$ cat src/shared/wdt_consts.svh
// constants for the watchdog timer core
`ifndef WDT_CONSTS_SVH
`define WDT_CONSTS_SVH
`define WDT_CNT_W        32
`define WDT_LOAD_RST     32'hFFFF_FFFF
`define WDT_CNT_ZERO     32'h0000_0000
`endif

$ cat src/shared/wdt_pkg.sv
// types for the watchdog timer core
`include "wdt_consts.svh"
package wdt_pkg;
  typedef enum logic [1:0] {
    WDT_IDLE,
    WDT_FIRST,
    WDT_SECOND
  } wdt_state_t;

  typedef struct packed {
    logic run_clock_gate;
    logic sleep_clock_gate;
    logic deepsleep_clock_gate;
  } wdt_gate_t;

  typedef struct packed {
    logic irq_en;
    logic reset_enable_bit;
    logic nmi_mode;
  } wdt_ctrl_t;
endpackage

$ cat src/core/wdt_core.sv
// watchdog timer core with loose control and status ports
//
// Behaviour
// - any write to interrupt clear drops pending interrupt and restarts sequence
// - second time-out with interrupt uncleared resets system only if reset enabled
// - nmi mode sends nmi on time-out and also sets masked status
// - a load write reloads counter and restarts countdown from that value
// - software reset returns watchdog to reset state
// - load register readback returns value last written
// - value register readback returns the present count
// - run, sleep and deep-sleep clock gates enable the module independently
`timescale 1ns/1ps
`default_nettype none
`include "wdt_consts.svh"
module wdt_core
  import wdt_pkg::*;
(
  input  wire logic                  i_sys_clk,
  input  wire logic                  i_rst,
  input  wire logic                  i_sw_reset_reg,
  input  wire wdt_gate_t             i_gates,
  input  wire logic                  i_in_sleep,
  input  wire logic                  i_in_deepsleep,
  input  wire wdt_ctrl_t             i_control_reg,
  input  wire logic                  i_test_stall,
  input  wire logic                  i_debug_halt,
  input  wire logic                  i_load_we,
  input  wire logic [`WDT_CNT_W-1:0] i_load_data,
  input  wire logic                  i_irq_clear_we,
  output logic [`WDT_CNT_W-1:0]      o_count_reload_reg,
  output logic [`WDT_CNT_W-1:0]      o_current_count_reg,
  output logic                       o_raw_irq_status,
  output logic                       o_masked_irq_status,
  output logic                       o_irq,
  output logic                       o_nmi,
  output logic                       o_sys_reset,
  output logic                       o_running
);

  logic [`WDT_CNT_W-1:0] load_q;
  logic [`WDT_CNT_W-1:0] load_d;
  logic [`WDT_CNT_W-1:0] cnt_q;
  logic [`WDT_CNT_W-1:0] cnt_d;
  logic                  ris_q;
  logic                  ris_d;
  logic                  mis_q;
  logic                  mis_d;
  logic                  nmi_q;
  logic                  nmi_d;
  logic                  irq_q;
  logic                  irq_d;
  logic                  rst_out_q;
  logic                  rst_out_d;
  logic                  run_q;
  logic                  run_d;
  wdt_state_t            state_q;
  wdt_state_t            state_d;

  wire clr_all   = i_rst | i_sw_reset_reg;

  wire in_run    = ~i_in_sleep & ~i_in_deepsleep;
  wire run_gate  = in_run & i_gates.run_clock_gate;
  wire slp_gate  = i_in_sleep & ~i_in_deepsleep & i_gates.sleep_clock_gate;
  wire dslp_gate = i_in_deepsleep & i_gates.deepsleep_clock_gate;
  wire gate_on   = run_gate | slp_gate | dslp_gate;

  wire stalled   = i_test_stall & i_debug_halt;
  wire enabled   = i_control_reg.irq_en;
  wire tick      = gate_on & enabled & ~stalled;
  wire at_zero   = (cnt_q == `WDT_CNT_ZERO);
  wire write_any = i_load_we | i_irq_clear_we;
  wire timeout   = tick & at_zero & ~write_any;
  wire [`WDT_CNT_W-1:0] cnt_dec = cnt_q - `WDT_CNT_W'(1);

  wire pending   = (state_q == WDT_SECOND);
  wire first_to  = timeout & ~pending;
  wire second_to = timeout & pending;

  wire mask_en   = i_control_reg.irq_en | i_control_reg.nmi_mode;
  wire irq_route = i_control_reg.irq_en & ~i_control_reg.nmi_mode;

  assign load_d = i_load_we ? i_load_data : load_q;

  always_comb begin
    cnt_d = cnt_q;
    if (i_load_we) begin
      cnt_d = i_load_data;
    end else if (i_irq_clear_we) begin
      cnt_d = load_q;
    end else if (tick) begin
      cnt_d = at_zero ? load_q : cnt_dec;
    end
  end

  always_comb begin
    state_d   = state_q;
    ris_d     = ris_q;
    rst_out_d = rst_out_q;
    case (state_q)
      WDT_IDLE: begin
        if (i_irq_clear_we) begin
          ris_d   = 1'b0;
          state_d = enabled ? WDT_FIRST : WDT_IDLE;
        end else if (first_to) begin
          ris_d   = 1'b1;
          state_d = WDT_SECOND;
        end else if (enabled) begin
          state_d = WDT_FIRST;
        end
      end
      WDT_FIRST: begin
        if (i_irq_clear_we) begin
          ris_d   = 1'b0;
          state_d = enabled ? WDT_FIRST : WDT_IDLE;
        end else if (first_to) begin
          ris_d   = 1'b1;
          state_d = WDT_SECOND;
        end
      end
      WDT_SECOND: begin
        if (i_irq_clear_we) begin
          ris_d   = 1'b0;
          state_d = enabled ? WDT_FIRST : WDT_IDLE;
        end else if (second_to && i_control_reg.reset_enable_bit) begin
          rst_out_d = 1'b1;
        end
      end
      default: begin
        ris_d   = 1'b0;
        state_d = WDT_IDLE;
      end
    endcase
  end

  assign mis_d = ris_d & mask_en;
  assign nmi_d = ris_d & i_control_reg.nmi_mode;
  assign irq_d = ris_d & irq_route;
  assign run_d = tick;

  always_ff @(posedge i_sys_clk) begin
    if (clr_all) begin
      load_q <= `WDT_LOAD_RST;
    end else begin
      load_q <= load_d;
    end
  end

  always_ff @(posedge i_sys_clk) begin
    if (clr_all) begin
      cnt_q <= `WDT_LOAD_RST;
    end else begin
      cnt_q <= cnt_d;
    end
  end

  always_ff @(posedge i_sys_clk) begin
    if (clr_all) begin
      state_q   <= WDT_IDLE;
      ris_q     <= 1'b0;
      rst_out_q <= 1'b0;
    end else begin
      state_q   <= state_d;
      ris_q     <= ris_d;
      rst_out_q <= rst_out_d;
    end
  end

  always_ff @(posedge i_sys_clk) begin
    if (clr_all) begin
      mis_q <= 1'b0;
      nmi_q <= 1'b0;
      irq_q <= 1'b0;
    end else begin
      mis_q <= mis_d;
      nmi_q <= nmi_d;
      irq_q <= irq_d;
    end
  end

  always_ff @(posedge i_sys_clk) begin
    if (clr_all) begin
      run_q <= 1'b0;
    end else begin
      run_q <= run_d;
    end
  end

  // outputs straight from flops

  assign o_count_reload_reg  = load_q;
  assign o_current_count_reg = cnt_q;
  assign o_raw_irq_status    = ris_q;
  assign o_masked_irq_status = mis_q;
  assign o_irq               = irq_q;
  assign o_nmi               = nmi_q;
  assign o_sys_reset         = rst_out_q;
  assign o_running           = run_q;

endmodule
`default_nettype wire

$ cat config.mk
export PLATFORM = sky130hd
export DESIGN_NAME = wdt_core
export DESIGN_NICKNAME = d
export VERILOG_FILES = /design/src/shared/wdt_pkg.sv /design/src/core/wdt_core.sv
export VERILOG_INCLUDE_DIRS = /design/src /design/src/shared
export SDC_FILE = /design/constraint.sdc
export NUM_CORES = 1
export LEC_CHECK = 0
export BUFFER_PORTS_ARGS = -buffer_cell sky130_fd_sc_hd__buf_2
export CAP_MARGIN = 20
export CORE_MARGIN = 10
export CORE_UTILIZATION = 50
export DETAILED_ROUTE_END_ITERATION = 10
export GPL_TIMING_DRIVEN = 0
export HOLD_SLACK_MARGIN = 0.02
export PLACE_DENSITY = 0.82
export SYNTH_ARGS = -nofsm -noshare
export SYNTH_HDL_FRONTEND = slang
export SYNTH_SLANG_ARGS = --single-unit
$ cat constraint.sdc
create_clock -name i_sys_clk -period 6.9 [get_ports i_sys_clk]
set_input_delay 0.345 -clock i_sys_clk [delete_from_list [all_inputs] [get_ports i_sys_clk]]
set_output_delay 0.345 -clock i_sys_clk [all_outputs]
set_load 0.03 [all_outputs]
==> out/metrics.csv <==
metric,value,unit
gp_congestion,0.943,
grt_usage,25.6,%
ys.flop_type,dfxtp_1,
drtIter0Drc,391,
clkPwrFrac,33.6,%
start_util,51.8,%
vias_per_cell,6.21,
gr-total-overflow,0,
synth-simple-area-share,28.0,%
leakage,1.83,nW
place_area,4500,µm²
synth_top_family_by_area,simple AND/OR/NAND/NOR gates,
synth_nets,546,
route.top_layer_used,met4,
clk_path_buf_depth,2,
critPathArrivalTime,3650,ps
cts_setup_buffers,0,
period_share,49.1,%
diodes,0,
synth-xor-area-share,1.61,%
yosys_warnings,0,
worstMarginPinSlew,792,ps
power_density,200,nW/µm²
wl_per_cell,20.6,µm
io-pin-count,117,
clkSinkCount,72,
htreeDepth,3,
dpl.hpwl,11500,µm
rsz0062_at_grt,false,
clock.fmax,295,MHz
synth_mux_area_share,1.35,%
clk_pin_slew_worst_paths,80,ps
rows,31,
synth_edf_count,0,
portBuffers,115,
synth-compound-area-share,25.5,%
hold_path.class,input pin to register,
internal-power,631,µW
synth_cell_types,64,
power_frac_comb,17.6,%
setup_violations,0,
clock_skew,11.9,ps
clkLatencyLatePin,350,ps
critPathCaptureType,register,
maxSlewHeadroom,46.8,%
m1WireLength,6320,µm
yosysSeqAreaShare,37.9,%
crit_fanout,10,
cp_data_required_time,7170,ps
die_area,11500,µm²
peakVddDrop,0.000159,V
switching_share,32.5,%
die_h,107,µm
async_flop_share,0,%
die_x,107,µm
p_seq_share,48.8,%
cts-root-buf,clkbuf_8,
final_area,4680,µm²
maxCapViolCount,0,
cts_tree,built,
path_class,register to register,
cts_hold_buffers,0,
p_sw,305,µW
finalCriticalPeriod,3390,ps
routed_wl,15000,µm
route.met2.wl,6940,µm
synthCells,497,
met3_wirelength,1410,µm
pre_cts_ws,3620,ps
drtAntennaViolNets,0,
syn_area_per_cell,7.65,µm²
drive_above_1_share,22.8,%
synthAdderAreaFrac,0.659,%
grt_first_pass_wirelength,23500,µm
synth_area,3800,µm²
startpoint_type,register,
drv_slew,0,
grt_pass1_vias,4325,
area_delta_synth_final,23.2,%
ys_seq_elements,72,
cts_buffers,9,
cts_resized,0,
core_area,7330,µm²
first_pass_iters,5,
num_vias,4512,
antenna_found_initial,0,
hold_viol,0,
tns,0,ps
grt_max_degree,13,
status,"finished, final reports clean",
drc,0,
setup_ws,3510,ps
nets,672,
-- stage by stage --
| stage | hold slack (ps) | cells | util, % | total power [mW] |
|---|---|---|---|---|
| 2_1_floorplan | 422 | 497 | - | 0.562 |
| 3_3_place_gp | 448 | 711 | 61.4 | 0.625 |
| 6_report | 181 | 726 | 63.9 | 0.936 |
| 5_1_grt | 185 | 726 | 63.9 | 0.970 |
| 4_1_cts | 175 | 726 | 63.9 | 0.934 |
| 3_5_place_dp | 459 | 711 | 61.4 | 0.628 |
-- power groups by stage --
| stage | sequential (mW) | clock (mW) | combinational [mW] |
|---|---|---|---|
| final | 0.457 | 0.314 | 0.165 |
| after global routing | 0.459 | 0.333 | 0.179 |
| after CTS | 0.455 | 0.315 | 0.164 |
| after detailed placement | 0.465 | 0 | 0.164 |
| after global placement | 0.464 | 0 | 0.160 |
| after floorplan | 0.495 | 0 | 0.0675 |
-- critical path, cell delays in order (launching register included) --
cell and delay (ps):
dfxtp_1 410, or4_1 570, nor4_2 400, nand3_1 340
o22ai_1 570, clkbuf_1 590, a21oi_1 180, a211oi_1 230
-- metal layers --
layer / global-route usage, % / vias up
li1: - / 2088
met2: 40.9 / 247
met4: 8.80 / 0
met3: 6.23 / 20
met5: 0 / -
met1: 33.0 / 2157
-- logic make-up (layout without fill, tap and decap cells) --
group           after synthesis  in the layout
mux                           5              5
compound gates              143            143
buf+inv                      50            180
xor+xnor                      7              7
flops                        72             72
fa+ha+maj                     2              2
simple gates                218            218
-- area by class of cell --
class | instances | area, µm²
fillers | 677 | 2650
multi-input cells | 375 | 2170
flip-flops and latches | 72 | 1440
repair buffers | 115 | 576
clock buffers | 11 | 151
well taps | 99 | 124
plain buffers | 29 | 110
inverters | 21 | 78.8
clock inverters | 4 | 30.0
-- synth_stat cells, types with 2 or more instances --
master     number  area, µm²
xnor2_1         4       35.0
nor3b_1         2       15.0
a32oi_1         4       35.0
o2111ai_1       3       26.3
nor4b_1         2       17.5
and3_1          2       12.5
or3_1           3       18.8
inv_1          20       75.1
nor2_1         35        131
nand3_1        28        140
a2111oi_0       3       26.3
o21ai_0        26        130
xor2_1          3       26.3
o221ai_1        2       17.5
mux2i_1         4       40.0
o211ai_1        8       60.1
a22oi_1         2       15.0
or4_1           7       52.6
o22a_1          3       26.3
o31ai_1         5       37.5
dfxtp_1        72       1440
o311ai_0        3       26.3
nor4_2          2       25.0
a221oi_1        8       70.1
o21ai_1         2       10.0
a21boi_0        4       30.0
ha_1            2       25.0
a211oi_1       14        105
clkbuf_1       26       97.6
a21oi_1        33        165
nor3_1         18       90.1
nand2b_1        6       37.5
buf_1           2       7.51
a31oi_1         8       50.1
or2_2           3       18.8
nor4_1          9       56.3
nand4_1         5       31.3
nor2b_1         2       12.5
nand2_1        87        327
-- worst paths after layout --
check | to | cells past startpoint | slack [ps] | startpoint
max reg2reg | o_current_count_reg[22] | 7 | 3510 | o_current_count_reg[23]
max | o_current_count_reg[22] | 7 | 3510 | o_current_count_reg[23]
min | o_irq | 2 | 180 | i_control_reg[0]
min reg2reg | o_sys_reset | 2 | 470 | o_sys_reset
-- cells in the final DEF (no fill, tap or decap), types with 7 or more instances in the layout --
cell type,netlist,final
buf_2,1,116
nor4_1,9,9
a221oi_1,8,8
a211oi_1,14,14
nand3_1,28,28
o21ai_0,26,26
nor3_1,18,18
o211ai_1,8,8
or4_1,7,7
a31oi_1,8,8
a21oi_1,33,33
clkbuf_8,0,11
nor2_1,35,35
inv_1,20,20
dfxtp_1,72,72
clkbuf_1,26,26
nand2_1,87,87
Power figures use the tool's default switching activity.
